**src/splc_pkg.sv**
```systemverilog
package splc_pkg;
  // Register offsets (word indices on the plain register port)
  localparam logic [3:0] ADDR_SP = 4'h0;
  localparam logic [3:0] ADDR_LIMIT = 4'h1;
  localparam logic [3:0] ADDR_TRAP = 4'h2;
  localparam logic [3:0] ADDR_IRQ_STAT = 4'h3;
  localparam logic [3:0] ADDR_IRQ_MASK = 4'h4;
  // Field positions
  localparam int FAULT_BIT = 2;
  localparam int EV_OVER = 0;
  localparam int EV_UNDER = 1;
  localparam int PC_TOP = 6;
  // Values
  localparam logic [15:0] SP_RESET = 16'h0800;
  localparam logic [15:0] SP_FLOOR = 16'h0800;
  localparam logic [15:0] WORD_STEP = 16'h0002;
  localparam logic [15:0] ALIGN_MASK = 16'hfffe;
  localparam logic [15:0] ZERO16 = 16'h0000;
  localparam logic [1:0] ZERO2 = 2'h0;
  // Stack operation codes from the sequencer
  typedef enum logic [1:0] {SPLC_OP_NONE, SPLC_OP_PUSH, SPLC_OP_POP, SPLC_OP_EA} splc_op_t;
  // Pushed-word source selection
  typedef enum logic [1:0] {SPLC_SRC_DATA, SPLC_SRC_CALL, SPLC_SRC_EXC} splc_src_t;
  // Word-align any stack address
  function automatic logic [15:0] splc_align(input logic [15:0] a);
    return a & ALIGN_MASK;
  endfunction : splc_align
endpackage : splc_pkg

```
**src/splc_push_fmt.sv**
```systemverilog
`timescale 1ns/1ps
// Forms the word written on a push
module splc_push_fmt import splc_pkg::*; (
  // Selection
  input wire splc_src_t src,
  // Sources
  input wire logic [15:0] data,
  input wire logic [22:0] pc,
  input wire logic [7:0] status_low_byte,
  // Result: low word and high word of a program counter push
  output logic [15:0] word_lo,
  output logic [15:0] word_hi
);
  // Combinational formatting
  always_comb begin
    word_lo = data;
    word_hi = ZERO16;
    unique case (src)
      SPLC_SRC_CALL: begin
        word_lo = {pc[15:1], 1'b0};
        word_hi = {9'h0, pc[22:16]}; // RULE_03
      end
      SPLC_SRC_EXC: begin
        word_lo = {pc[15:1], 1'b0};
        word_hi = {status_low_byte, 1'b0, pc[22:16]}; // RULE_04
      end
      default: begin
        word_lo = data;
        word_hi = ZERO16;
      end
    endcase
  end
endmodule : splc_push_fmt

```
**src/splc_check.sv**
```systemverilog
`timescale 1ns/1ps
// Limit and floor comparison of one stack address
module splc_check import splc_pkg::*; (
  // Address and bounds
  input wire logic [15:0] addr,
  input wire logic [15:0] limit,
  // Results
  output logic over,
  output logic under
);
  // Upper limit and fixed floor
  always_comb begin
    over = addr > limit; // RULE_08
    under = addr < SP_FLOOR; // RULE_09
  end
endmodule : splc_check

```
**src/splc_stack_limit.sv**
```systemverilog
// The placing of the registers and strobed register access were decided locally.
`timescale 1ns/1ps
// Functional notes
// RULE_01: Pointer holds next free word, grows upward
// RULE_02: Push writes then increments; pop decrements first
// RULE_03: Call push clears counter top bit
// RULE_04: Exception push adds status low byte
// RULE_05: Limit register has no reset value
// RULE_06: Limit bit zero always reads zero
// RULE_07: Every pointer-based address checked against limit
// RULE_08: Push at limit fine; next push traps
// RULE_09: Address below floor raises stack trap
// RULE_10: Avoid pointer read right after limit write
// RULE_11: Trap sets fault flag bit two
// RULE_12: Flag holds until software writes zero
module splc_stack_limit import splc_pkg::*; (
  // Clock and reset
  input wire logic clock,
  input wire logic rstn,
  // Register port
  input wire logic [3:0] reg_addr,
  input wire logic [15:0] reg_wdata,
  input wire logic reg_wr,
  input wire logic reg_rd,
  output logic [15:0] reg_rdata,
  // Stack sequencer request
  input wire splc_op_t op,
  input wire splc_src_t push_src,
  input wire logic [15:0] push_data,
  input wire logic [22:0] pc,
  input wire logic [7:0] status_low_byte,
  input wire logic [15:0] ea_addr,
  // Memory access answer
  output logic mem_we,
  output logic mem_re,
  output logic [15:0] mem_addr,
  output logic [15:0] mem_wdata,
  output logic [15:0] mem_wdata_hi,
  // Trap and interrupt
  output logic stack_trap,
  output logic irq
);
  // All block state
  typedef struct packed {
    logic [15:0] sp;
    logic [15:0] limit;
    logic fault;
    logic [1:0] ev_stat;
    logic [1:0] ev_mask;
    logic [15:0] rdata;
    logic we;
    logic re;
    logic [15:0] maddr;
    logic [15:0] wdata;
    logic [15:0] wdata_hi;
    logic trap;
    logic irq;
  } splc_state_t;

  splc_state_t cur; // Registered state
  splc_state_t next_st; // Next state
  logic [15:0] fmt_lo; // Formatted push low word
  logic [15:0] fmt_hi; // Formatted push high word
  logic [15:0] chk_addr; // Address under check
  logic chk_over; // Above limit
  logic chk_under; // Below floor
  logic [15:0] pop_addr; // Pre-decremented pointer

  // Push word formatter
  splc_push_fmt u_fmt (
    .src(push_src),
    .data(push_data),
    .pc(pc),
    .status_low_byte(status_low_byte),
    .word_lo(fmt_lo),
    .word_hi(fmt_hi)
  );

  // Address selection for the comparator
  always_comb begin
    pop_addr = cur.sp - WORD_STEP; // RULE_02
    unique case (op)
      SPLC_OP_PUSH: chk_addr = cur.sp;
      SPLC_OP_POP: chk_addr = pop_addr;
      SPLC_OP_EA: chk_addr = splc_align(ea_addr);
      default: chk_addr = cur.sp;
    endcase
  end

  // Limit and floor comparator
  splc_check u_chk (
    .addr(chk_addr),
    .limit(cur.limit),
    .over(chk_over),
    .under(chk_under)
  );

  // Next-state logic
  always_comb begin
    logic active;
    logic err_over;
    logic err_under;
    logic rd_stat;
    active = 1'b0;
    err_over = 1'b0;
    err_under = 1'b0;
    rd_stat = 1'b0;
    next_st = cur;
    next_st.we = 1'b0;
    next_st.re = 1'b0;
    next_st.trap = 1'b0;
    next_st.rdata = ZERO16;
    active = (op != SPLC_OP_NONE);
    // Every pointer-based address is compared
    err_over = active && chk_over; // RULE_07
    err_under = active && chk_under; // RULE_09
    // Stack operations
    unique case (op)
      SPLC_OP_PUSH: begin
        next_st.we = 1'b1;
        next_st.maddr = cur.sp; // RULE_02
        next_st.wdata = fmt_lo;
        next_st.wdata_hi = fmt_hi;
        next_st.sp = splc_align(cur.sp + WORD_STEP); // RULE_01
      end
      SPLC_OP_POP: begin
        next_st.re = 1'b1;
        next_st.sp = splc_align(pop_addr); // RULE_02
        next_st.maddr = pop_addr;
      end
      SPLC_OP_EA: begin
        next_st.maddr = splc_align(ea_addr);
      end
      default: begin
        next_st.maddr = cur.maddr;
      end
    endcase
    // Register read, data one cycle later
    if (reg_rd) begin
      unique case (reg_addr)
        ADDR_SP: next_st.rdata = cur.sp;
        ADDR_LIMIT: next_st.rdata = splc_align(cur.limit); // RULE_06
        ADDR_TRAP: next_st.rdata = {13'h0, cur.fault, ZERO2}; // RULE_11
        ADDR_IRQ_STAT: begin
          next_st.rdata = {14'h0, cur.ev_stat};
          rd_stat = 1'b1;
        end
        ADDR_IRQ_MASK: next_st.rdata = {14'h0, cur.ev_mask};
        default: next_st.rdata = ZERO16;
      endcase
    end
    // Read of status clears it
    if (rd_stat) begin
      next_st.ev_stat = 2'h0;
    end
    // Register writes
    if (reg_wr) begin
      unique case (reg_addr)
        ADDR_SP: next_st.sp = splc_align(reg_wdata);
        ADDR_LIMIT: next_st.limit = splc_align(reg_wdata); // RULE_06
        ADDR_TRAP: next_st.fault = reg_wdata[FAULT_BIT] & cur.fault; // RULE_12
        ADDR_IRQ_MASK: next_st.ev_mask = reg_wdata[1:0];
        default: next_st.ev_mask = next_st.ev_mask;
      endcase
    end
    // Errors set flags; set wins over clear
    if (err_over || err_under) begin
      next_st.fault = 1'b1; // RULE_11
      next_st.trap = 1'b1;
    end
    if (err_over) begin
      next_st.ev_stat[EV_OVER] = 1'b1;
    end
    if (err_under) begin
      next_st.ev_stat[EV_UNDER] = 1'b1;
    end
    next_st.irq = |(next_st.ev_stat & next_st.ev_mask);
  end

  // State register; limit has no reset
  always_ff @(posedge clock) begin
    if (!rstn) begin
      cur.sp <= SP_RESET;
      cur.fault <= 1'b0;
      cur.ev_stat <= 2'h0;
      cur.ev_mask <= 2'h0;
      cur.rdata <= ZERO16;
      cur.we <= 1'b0;
      cur.re <= 1'b0;
      cur.maddr <= ZERO16;
      cur.wdata <= ZERO16;
      cur.wdata_hi <= ZERO16;
      cur.trap <= 1'b0;
      cur.irq <= 1'b0;
      cur.limit <= next_st.limit; // RULE_05
    end else begin
      cur <= next_st;
    end
  end

  // Outputs straight from flip-flops
  assign reg_rdata = cur.rdata;
  assign mem_we = cur.we;
  assign mem_re = cur.re;
  assign mem_addr = cur.maddr;
  assign mem_wdata = cur.wdata;
  assign mem_wdata_hi = cur.wdata_hi;
  assign stack_trap = cur.trap;
  assign irq = cur.irq;

  // Assertions: pointer movement and access addresses
  a_push_incr: assert property (@(posedge clock) disable iff (!rstn) // RULE_02
    (op == SPLC_OP_PUSH && !reg_wr) |=> cur.sp == $past(cur.sp) + WORD_STEP)
    else $error("push did not increment pointer");
  a_pop_decr: assert property (@(posedge clock) disable iff (!rstn) // RULE_02
    (op == SPLC_OP_POP && !reg_wr) |=> cur.sp == $past(cur.sp) - WORD_STEP)
    else $error("pop did not decrement pointer");
  a_pop_addr: assert property (@(posedge clock) disable iff (!rstn) // RULE_02
    (op == SPLC_OP_POP) |=> mem_re && mem_addr == $past(cur.sp) - WORD_STEP)
    else $error("pop address not pre-decremented");
  a_push_addr: assert property (@(posedge clock) disable iff (!rstn) // RULE_01
    (op == SPLC_OP_PUSH) |=> mem_we && mem_addr == $past(cur.sp))
    else $error("push address wrong");
  a_sp_even: assert property (@(posedge clock) disable iff (!rstn) // RULE_01
    cur.sp[0] == 1'b0)
    else $error("pointer not word aligned");
  a_sp_write: assert property (@(posedge clock) disable iff (!rstn) // RULE_01
    (reg_wr && reg_addr == ADDR_SP && op == SPLC_OP_NONE)
      |=> cur.sp == ($past(reg_wdata) & ALIGN_MASK))
    else $error("pointer write not taken");
  a_idle_quiet: assert property (@(posedge clock) disable iff (!rstn) // RULE_07
    (op == SPLC_OP_NONE) |=> !stack_trap && !mem_we && !mem_re)
    else $error("activity without a stack operation");
  a_ea_addr: assert property (@(posedge clock) disable iff (!rstn) // RULE_07
    (op == SPLC_OP_EA) |=> mem_addr == ($past(ea_addr) & ALIGN_MASK) && !mem_we && !mem_re)
    else $error("pointer address not passed on");
  // Upper limit
  a_at_limit: assert property (@(posedge clock) disable iff (!rstn) // RULE_08
    (op == SPLC_OP_PUSH && cur.sp == cur.limit && cur.sp >= SP_FLOOR) |=> !stack_trap)
    else $error("trap at limit");
  a_over_limit: assert property (@(posedge clock) disable iff (!rstn) // RULE_08
    (op == SPLC_OP_PUSH && cur.sp > cur.limit) |=> stack_trap && cur.fault)
    else $error("missing overflow trap");
  a_over_stat: assert property (@(posedge clock) disable iff (!rstn) // RULE_08
    (op == SPLC_OP_PUSH && cur.sp > cur.limit) |=> cur.ev_stat[EV_OVER])
    else $error("overflow event not recorded");
  a_ea_over: assert property (@(posedge clock) disable iff (!rstn) // RULE_07
    (op == SPLC_OP_EA && (ea_addr & ALIGN_MASK) > cur.limit) |=> stack_trap && cur.fault)
    else $error("pointer address over limit not trapped");
  a_pop_over: assert property (@(posedge clock) disable iff (!rstn) // RULE_07
    (op == SPLC_OP_POP && cur.sp - WORD_STEP > cur.limit) |=> stack_trap)
    else $error("pop address over limit not trapped");
  // Fixed floor
  a_floor_trap: assert property (@(posedge clock) disable iff (!rstn) // RULE_09
    (op == SPLC_OP_EA && ea_addr < SP_FLOOR) |=> stack_trap)
    else $error("missing underflow trap");
  a_push_floor: assert property (@(posedge clock) disable iff (!rstn) // RULE_09
    (op == SPLC_OP_PUSH && cur.sp < SP_FLOOR) |=> stack_trap)
    else $error("push below floor not trapped");
  a_pop_floor: assert property (@(posedge clock) disable iff (!rstn) // RULE_09
    (op == SPLC_OP_POP && cur.sp == SP_FLOOR) |=> stack_trap)
    else $error("pop below floor not trapped");
  a_under_stat: assert property (@(posedge clock) disable iff (!rstn) // RULE_09
    (op == SPLC_OP_PUSH && cur.sp < SP_FLOOR) |=> cur.ev_stat[EV_UNDER])
    else $error("underflow event not recorded");
  // Limit register
  a_limit_even: assert property (@(posedge clock) disable iff (!rstn) // RULE_06
    reg_rd && reg_addr == ADDR_LIMIT |=> reg_rdata[0] == 1'b0)
    else $error("limit bit zero set");
  a_limit_write: assert property (@(posedge clock) disable iff (!rstn) // RULE_06
    (reg_wr && reg_addr == ADDR_LIMIT) |=> cur.limit == ($past(reg_wdata) & ALIGN_MASK))
    else $error("limit write not aligned");
  // Fault flag
  a_fault_set: assert property (@(posedge clock) disable iff (!rstn) // RULE_11
    stack_trap |-> cur.fault)
    else $error("trap without fault flag");
  a_trap_read: assert property (@(posedge clock) disable iff (!rstn) // RULE_11
    (reg_rd && reg_addr == ADDR_TRAP) |=> reg_rdata[FAULT_BIT] == $past(cur.fault))
    else $error("fault flag read back wrong");
  a_fault_hold: assert property (@(posedge clock) disable iff (!rstn) // RULE_12
    (cur.fault && !(reg_wr && reg_addr == ADDR_TRAP)) |=> cur.fault)
    else $error("fault flag dropped");
  a_fault_clear: assert property (@(posedge clock) disable iff (!rstn) // RULE_12
    (reg_wr && reg_addr == ADDR_TRAP && !reg_wdata[FAULT_BIT] && op == SPLC_OP_NONE)
      |=> !cur.fault)
    else $error("fault flag not cleared by write");
  // Pushed word format
  a_call_top: assert property (@(posedge clock) disable iff (!rstn) // RULE_03
    (op == SPLC_OP_PUSH && push_src == SPLC_SRC_CALL) |=> mem_wdata_hi[15:PC_TOP+1] == 9'h0)
    else $error("call push top not clear");
  a_call_pc: assert property (@(posedge clock) disable iff (!rstn) // RULE_03
    (op == SPLC_OP_PUSH && push_src == SPLC_SRC_CALL)
      |=> mem_wdata_hi[PC_TOP:0] == $past(pc[22:16]))
    else $error("call push counter top wrong");
  a_pc_lsb: assert property (@(posedge clock) disable iff (!rstn) // RULE_03
    (op == SPLC_OP_PUSH && push_src != SPLC_SRC_DATA) |=> mem_wdata == {$past(pc[15:1]), 1'b0})
    else $error("counter push low word wrong");
  a_exc_status: assert property (@(posedge clock) disable iff (!rstn) // RULE_04
    (op == SPLC_OP_PUSH && push_src == SPLC_SRC_EXC)
      |=> mem_wdata_hi[15:8] == $past(status_low_byte))
    else $error("exception push lacks status");
  a_exc_pc: assert property (@(posedge clock) disable iff (!rstn) // RULE_04
    (op == SPLC_OP_PUSH && push_src == SPLC_SRC_EXC)
      |=> mem_wdata_hi[PC_TOP+1:0] == {1'b0, $past(pc[22:16])})
    else $error("exception push counter top wrong");
  a_data_push: assert property (@(posedge clock) disable iff (!rstn) // RULE_02
    (op == SPLC_OP_PUSH && push_src == SPLC_SRC_DATA) |=> mem_wdata == $past(push_data))
    else $error("data push word wrong");
endmodule : splc_stack_limit

```
**config.mk**
```make
export PLATFORM = sky130hd
export DESIGN_NAME = splc_stack_limit
export DESIGN_NICKNAME = d
export VERILOG_FILES = /design/src/splc_pkg.sv /design/src/splc_push_fmt.sv /design/src/splc_check.sv /design/src/splc_stack_limit.sv
export SDC_FILE = /design/constraint.sdc
export NUM_CORES = 1
export LEC_CHECK = 0
export BUFFER_PORTS_ARGS = -buffer_cell sky130_fd_sc_hd__clkbuf_2
export CELL_PAD_IN_SITES_DETAIL_PLACEMENT = 0
export CELL_PAD_IN_SITES_GLOBAL_PLACEMENT = 2
export CORE_MARGIN = 3
export CORE_UTILIZATION = 34
export CTS_BUF_LIST = sky130_fd_sc_hd__clkbuf_8 sky130_fd_sc_hd__clkbuf_16
export CTS_CLUSTER_SIZE = 14
export DETAILED_ROUTE_END_ITERATION = 8
export HOLD_SLACK_MARGIN = 0.05
export PLACE_DENSITY_LB_ADDON = 0.1
export SYNTH_ARGS = -nofsm -noshare
export SYNTH_HDL_FRONTEND = slang
export SYNTH_SLANG_ARGS = --single-unit
export TNS_END_PERCENT = 20
```
**constraint.sdc**
```tcl
create_clock -name clock -period 10.5 [get_ports clock]
set_clock_uncertainty 0.15 [all_clocks]
set_input_delay 0.525 -clock clock [delete_from_list [all_inputs] [get_ports clock]]
set_output_delay 0.525 -clock clock [all_outputs]
set_load 0.1 [all_outputs]
```
Word-level counts from Yosys, hierarchy flattened
Cells that the tools add are included.
{"block": "totals", "ff_bits": 105, "inputBits": 91}
{"block": "op_classes", "addsub": 2, "order_cmp": 2, "eq_ne": 9, "mux": 21, "bitwise": 2, "n_reduce_logical": 12}
{"operator": "one-hot mux 16 bit (2 select lines)", "count": 3}
{"operator": "one-hot mux 16 bit (5 select lines)", "count": 1}
{"operator": "2-to-1 mux 16 bit", "count": 3}
{"operator": "one-hot mux 16 bit (3 select lines)", "count": 1}
{"operator": "2-to-1 mux 33 bit", "count": 1}
{"operator": "adder 16 x 2 -> 16 bit, second input constant", "count": 1}
{"operator": "greater-than comparator 16 bit", "count": 1}
{"operator": "less-than comparator 16 x 12 -> 1 bit, second input constant", "count": 1}
{"operator": "subtractor 16 x 2 -> 16 bit, second input constant", "count": 1}
{"operator": "2-to-1 mux 1 bit", "count": 9}
{"operator": "== test 4 x 2 -> 1 bit, second input constant", "count": 2}
{"operator": "== test 2 bit, second input constant", "count": 3}
{"operator": "2-to-1 mux 2 bit", "count": 3}
{"operator": "nonzero test 2 bit", "count": 3}
{"operator": "== test 2 x 1 -> 1 bit, second input constant", "count": 2}
{"operator": "== test 4 x 1 -> 1 bit, second input constant", "count": 1}
{"operator": "== test 4 x 3 -> 1 bit, second input constant", "count": 1}
{"operator": "logical NOT 4 bit", "count": 1}
{"operator": "AND reduction 2 bit", "count": 2}
{"operator": "OR reduction 2 bit", "count": 2}
{"operator": "nonzero test 3 bit", "count": 1}
{"operator": "AND 2 bit", "count": 1}
{"operator": "logical AND 1 bit", "count": 2}
{"operator": "AND 1 bit", "count": 1}
{"operator": "logical OR 1 bit", "count": 1}

Depth between registers and ports, before layout
{"block": "depth", "depth_word": 7, "depth_mapped": 15, "mapped_depth_nobuf": 14}

By module
A second synthesis with hierarchy kept.
{"block": "hier_totals", "hier_cells": 690, "hier_area_um2": 6261.0}
{"mod": "splc_stack_limit", "instances": 1, "cells_per_inst": 592, "area_each_um2": 5454.0, "seq_area_each_um2": 2232.1}
{"mod": "splc_check", "instances": 1, "cells_per_inst": 58, "area_each_um2": 417.9, "seq_area_each_um2": 0.0}
{"mod": "splc_push_fmt", "instances": 1, "cells_per_inst": 40, "area_each_um2": 389.1, "seq_area_each_um2": 0.0}

Worst setup path after synthesis
OpenSTA, ideal clock, no wires.
{"block": "synth_timing", "path_type": "register -> register", "start": "register cur[90] in the netlist's numbering", "end": "register, netlist name irq", "setup_time_ns": 0.117, "arrival_ns": 3.074, "setup_slack_ns": 7.159, "path_stages_with_launch": 16, "n_path_buf": 2, "synth_period_minus_slack_ns": 3.341, "path_cell_list": "dfxtp_1 > buf_6 > inv_1 > ha_1 > or3b_1 > clkbuf_1 > nor4_4 > xnor2_1 > o21ai_4 > ha_1 > nand4_1 > nor4_1 > a21oi_1 > o31a_2 > a21o_1 > a22o_1"}
{"block": "synth_via", "elab_chain_cells": 7}
{"item": "start: declaration", "line_no": "splc_stack_limit.sv:60", "rtl": "splc_state_t cur;"}
{"item": "start signal: assignment", "line_no": "splc_stack_limit.sv:197", "rtl": "cur <= next_st;"}
{"item": "subtractor 16 x 2 -> 16 bit *", "line_no": "splc_stack_limit.sv:81", "rtl": "pop_addr = cur.sp - WORD_STEP;"}
{"item": "one-hot mux 16 bit (2 select lines) *", "line_no": "splc_stack_limit.sv:82", "rtl": "unique case (op)"}
{"item": "named net chk_addr[13]", "line_no": "splc_stack_limit.sv:64", "rtl": "logic [15:0] chk_addr;"}
{"item": "greater-than comparator 16 bit / less-than comparator 16 x 12 -> 1 bit (equally long branches)", "line_no": "splc_check.sv:13, splc_check.sv:14"}
{"item": "logical AND 1 bit (on tied branches)", "line_no": "splc_stack_limit.sv:115, splc_stack_limit.sv:116"}
{"item": "2-to-1 mux 1 bit (on tied branches)", "line_no": "splc_stack_limit.sv:171, splc_stack_limit.sv:174"}
{"item": "AND 2 bit *", "line_no": "splc_stack_limit.sv:177", "rtl": "next_st.irq = |(next_st.ev_stat & next_st.ev_mask);"}
{"item": "OR reduction 2 bit *", "line_no": "splc_stack_limit.sv:177"}
The timed path passes the listed nets; every way through them passes the cells marked *.
A chain may end at the register's enable or synchronous reset.

Worst setup path after layout
{"block": "layout_timing", "start": "register cur[90] in the netlist's numbering", "end": "register, netlist name irq"}
{"block": "layout_via", "elab_chain_cells": 7}
{"item": "subtractor 16 x 2 -> 16 bit *", "line_no": "splc_stack_limit.sv:81"}
{"item": "one-hot mux 16 bit (2 select lines) *", "line_no": "splc_stack_limit.sv:82"}
{"item": "named net chk_addr[13]", "line_no": "splc_stack_limit.sv:64"}
{"item": "greater-than comparator 16 bit / less-than comparator 16 x 12 -> 1 bit (equally long branches)", "line_no": "splc_check.sv:13, splc_check.sv:14"}
{"item": "logical AND 1 bit (on tied branches)", "line_no": "splc_stack_limit.sv:115, splc_stack_limit.sv:116"}
{"item": "2-to-1 mux 1 bit (on tied branches)", "line_no": "splc_stack_limit.sv:171, splc_stack_limit.sv:174"}
{"item": "AND 2 bit *", "line_no": "splc_stack_limit.sv:177"}
{"item": "OR reduction 2 bit *", "line_no": "splc_stack_limit.sv:177"}
Marks and branches as above.

==> run metrics <==
number of setup buffers added after CTS=0; die height=142 microns; fin nets=around 880; crit end category=register; hold path endpoint=cur[86]; Worst Max-Slew Pin Slew=~1.2 ns; gpl congestion=roughly 0.82; Final period util=a little under two fifths; Hold Crit Depth=1; top cells by count, synth=dfxtp_1, buf_4, nand2_1, nor2_1, clkbuf_1; Peak VDD IR=approximately 0.074 mV; cell area after synthesis=approximately 6300 sq um; P_int=slightly below 0.7 mW; clock-pin slew on the worst setup and hold paths=roughly 0.070 ns; Die W=between 100 and 150 microns; R2R setup slack=6.50 ns; top-area cell type share of the netlist area=between 20% and 30%; status=complete, no violations; CTS tree=done; 1st-pass router iterations=5; number of distinct library cells after synthesis=76; Power per Cell Area=approximately 150 nW/um^2; Ys Warns=0; sequential fraction of the synthesis area=35.2%; fmax=250 MHz; Post-synth top flop=dfxtp_1; Post-synth EDFFs=15; FF-to-FF Start=cur[90]; port bufs=around 160; Initial Util=34.8%; Max-slew headroom=roughly a fifth; fillers=~1.9k; minimum clock period=around 4.0 ns; Leakage=roughly 3.2 nW; GR Util All Layers=between 15 and 20%; routed len/inst=~18 microns; Max clock buf depth=2; Post-Syn Nets=between 800 and 900; Reg2Reg Capture Point=irq; number of hold buffers added after cts=0; arrival time at the worst endpoint=a little over 4 ns; Vias/cell=5.22; CP max FO=11; RSZ-0062 raised after global routing=false; Max Cap Violations=0; DR DRC count=0; Setup TNS=0 ns; ANT cells=0; initial antenna violation count=0; clock share of power=roughly 30%; worst-skew pair later-pin latency=between 0.3 and 0.4 ns; core area=roughly 18,000 sq um; Sw Share=35.9%; Async S/R FF share, synth=0%; HPWL Detailed=approximately 13,000 microns; CP Class=register to register; detailed-route via count=5,212; Max Slew Vio Count=0; layout cell share with drive strength beyond 1=about a quarter; first-pass GRT wire length=roughly 28,000 microns; most frequent cell after synthesis=dfxtp_1; die area=approximately 20,000 sq um; Max H-tree Level=3; total gr overflow=0; Avg Inst Size Synth=between 8 and 9 sq um; sequential power share=42.1%; total wire length=about 18,000 microns; Initial DRC Count=around 290; # setup viols final=0; Synth area leader=dfxtp_1; Core Rows=49; # IOs=159; total power=1.05 mW; Critical Path RT=roughly 11 ns; Post-DRT Antenna Nets=0; top area cells in the synthesized netlist=dfxtp_1, buf_4, edfxtp_1, o211a_1, ha_1; Mapped Cells=~720; Worst Hold Class=input pin to register; HP Start=reg_wdata[13]; Worst setup SP type=register; area of the multi-input gates=between 3000 and 4000 sq um; combinational power share=between 20% and 30%; Clock Sinks=~100; TritonCTS Buffers=9; area grow syn2layout=9.40%; vias in the first global route=between 5k and 6k; FF/Latch Area=between 2000 and 2500 sq um; sw power=between 0.3 and 0.4 mW; Gates resized, CTS repair=0; final count of hold timing violations=0; Root Driver=clkbuf_16; Worst Reg2Reg Path Length in Cells=13; number of synthesized register bits=approximately 100; largest net degree at the start of global routing=76
## area by class of cell
cell class / instances / area share, %
flip-flops and latches: 103 / 32.2
clock inverters: 6 / 0.455
repair buffers: 161 / 11.9
clock buffers: 10 / 3.48
inverters: 30 / 1.64
multi-input cells: 459 / 46.1
well taps: 229 / 4.17
## critical path: stages, from the launching register on
cell and delay [ns]:
dfxtp_1 0.44, inv_1 0.16, ha_1 0.31, or3b_1 0.52, nor4_4 0.35, xnor2_1 0.27
o21ai_4 0.14, ha_1 0.33, nand4_1 0.23, nor4_1 0.36, a21oi_1 0.13, o31a_2 0.15
a21o_1 0.17, a22o_1 0.19
## routing by layer
metal  share of wire, %  vias up  GRT usage (%)
met3                6.5        9           4.08
met1                 45     2467           23.8
met4               0.79        0           3.99
li1                   -     2574              -
met2                 48      162           30.0
met5                  0        -              0
## how the worst max path moves through the flow
stage / startpoint / endpoint / slack, ns / cells past startpoint
finish: cur[90] / irq / 6.50 / 13
global route: op[0] / irq / 6.28 / 13
CTS: cur[90] / irq / 6.49 / 13
detailed placement: op[0] / irq / 6.13 / 13
global placement: op[0] / irq / 6.16 / 13
floorplan: cur[90] / irq / 7.16 / 15
## cell families (layout without fill, tap and decap cells)
| family | count (synthesis) | in the layout | share of synthesized area, % |
|---|---|---|---|
| AND/OR/NAND/NOR | 230 | 230 | 20.1 |
| XOR/XNOR | 8 | 8 | 1.12 |
| AO/OA/AOI/OAI | 172 | 172 | 20.4 |
| other | 1 | 1 | 0.0597 |
| flip-flops | 103 | 103 | 35.2 |
| buffers and inverters | 153 | 207 | 14.4 |
| multiplexers | 25 | 25 | 4.10 |
| adder cells (fa/ha/maj) | 23 | 23 | 4.58 |
## layout by cell type, fill, tap and decap left out, types with 4 or more instances in the layout
cell / count
mux2i_1: 19
and4_1: 4
nand2_1: 59
edfxtp_1: 15
a21oi_1: 27
nand3_1: 12
mux2_2: 5
inv_1: 33
nand2b_1: 19
ha_1: 22
buf_4: 6
clkbuf_2: 155
a31oi_1: 4
and2_1: 8
nor3_1: 8
clkbuf_16: 9
nor4_1: 10
o21ai_1: 4
a221oi_1: 6
nor2_1: 43
o21ai_0: 28
nand4_1: 9
o211ai_1: 6
o211a_1: 34
nor2b_1: 33
a22oi_1: 23
xnor2_1: 5
dfxtp_1: 88
## flip-flops by register name, indices dropped and copies added (netlist names)
register,cells
cur,36
irq,1
mem_addr,16
mem_re,1
mem_wdata,16
mem_wdata_hi,15
mem_we,1
reg_rdata,16
stack_trap,1
## power by group through the flow
stage	Clock, mW	Sequential, mW	Combinational (mW)
6_report	0.315	0.443	0.295
4_1_cts	0.327	0.443	0.298
3_5_place_dp	0	0.452	0.296
2_1_floorplan	0	0.443	0.253
3_3_place_gp	0	0.452	0.294
5_1_grt	0.341	0.447	0.320
## stage by stage
step                      setup slack, ns  util, %  instances  hold slack [ns]  instance area (sq um)
after floorplan                      7.16        -        715            0.305                   6280
after global placement               6.16     36.6        982            0.311                   6600
after detailed placement             6.13     36.6        982            0.316                   6600
after CTS                            6.49     38.1        998            0.198                   6870
after global routing                 6.28     38.1        998            0.197                   6870
final                                6.50     38.1        998            0.214                   6870
Power figures use the tool's default switching activity.
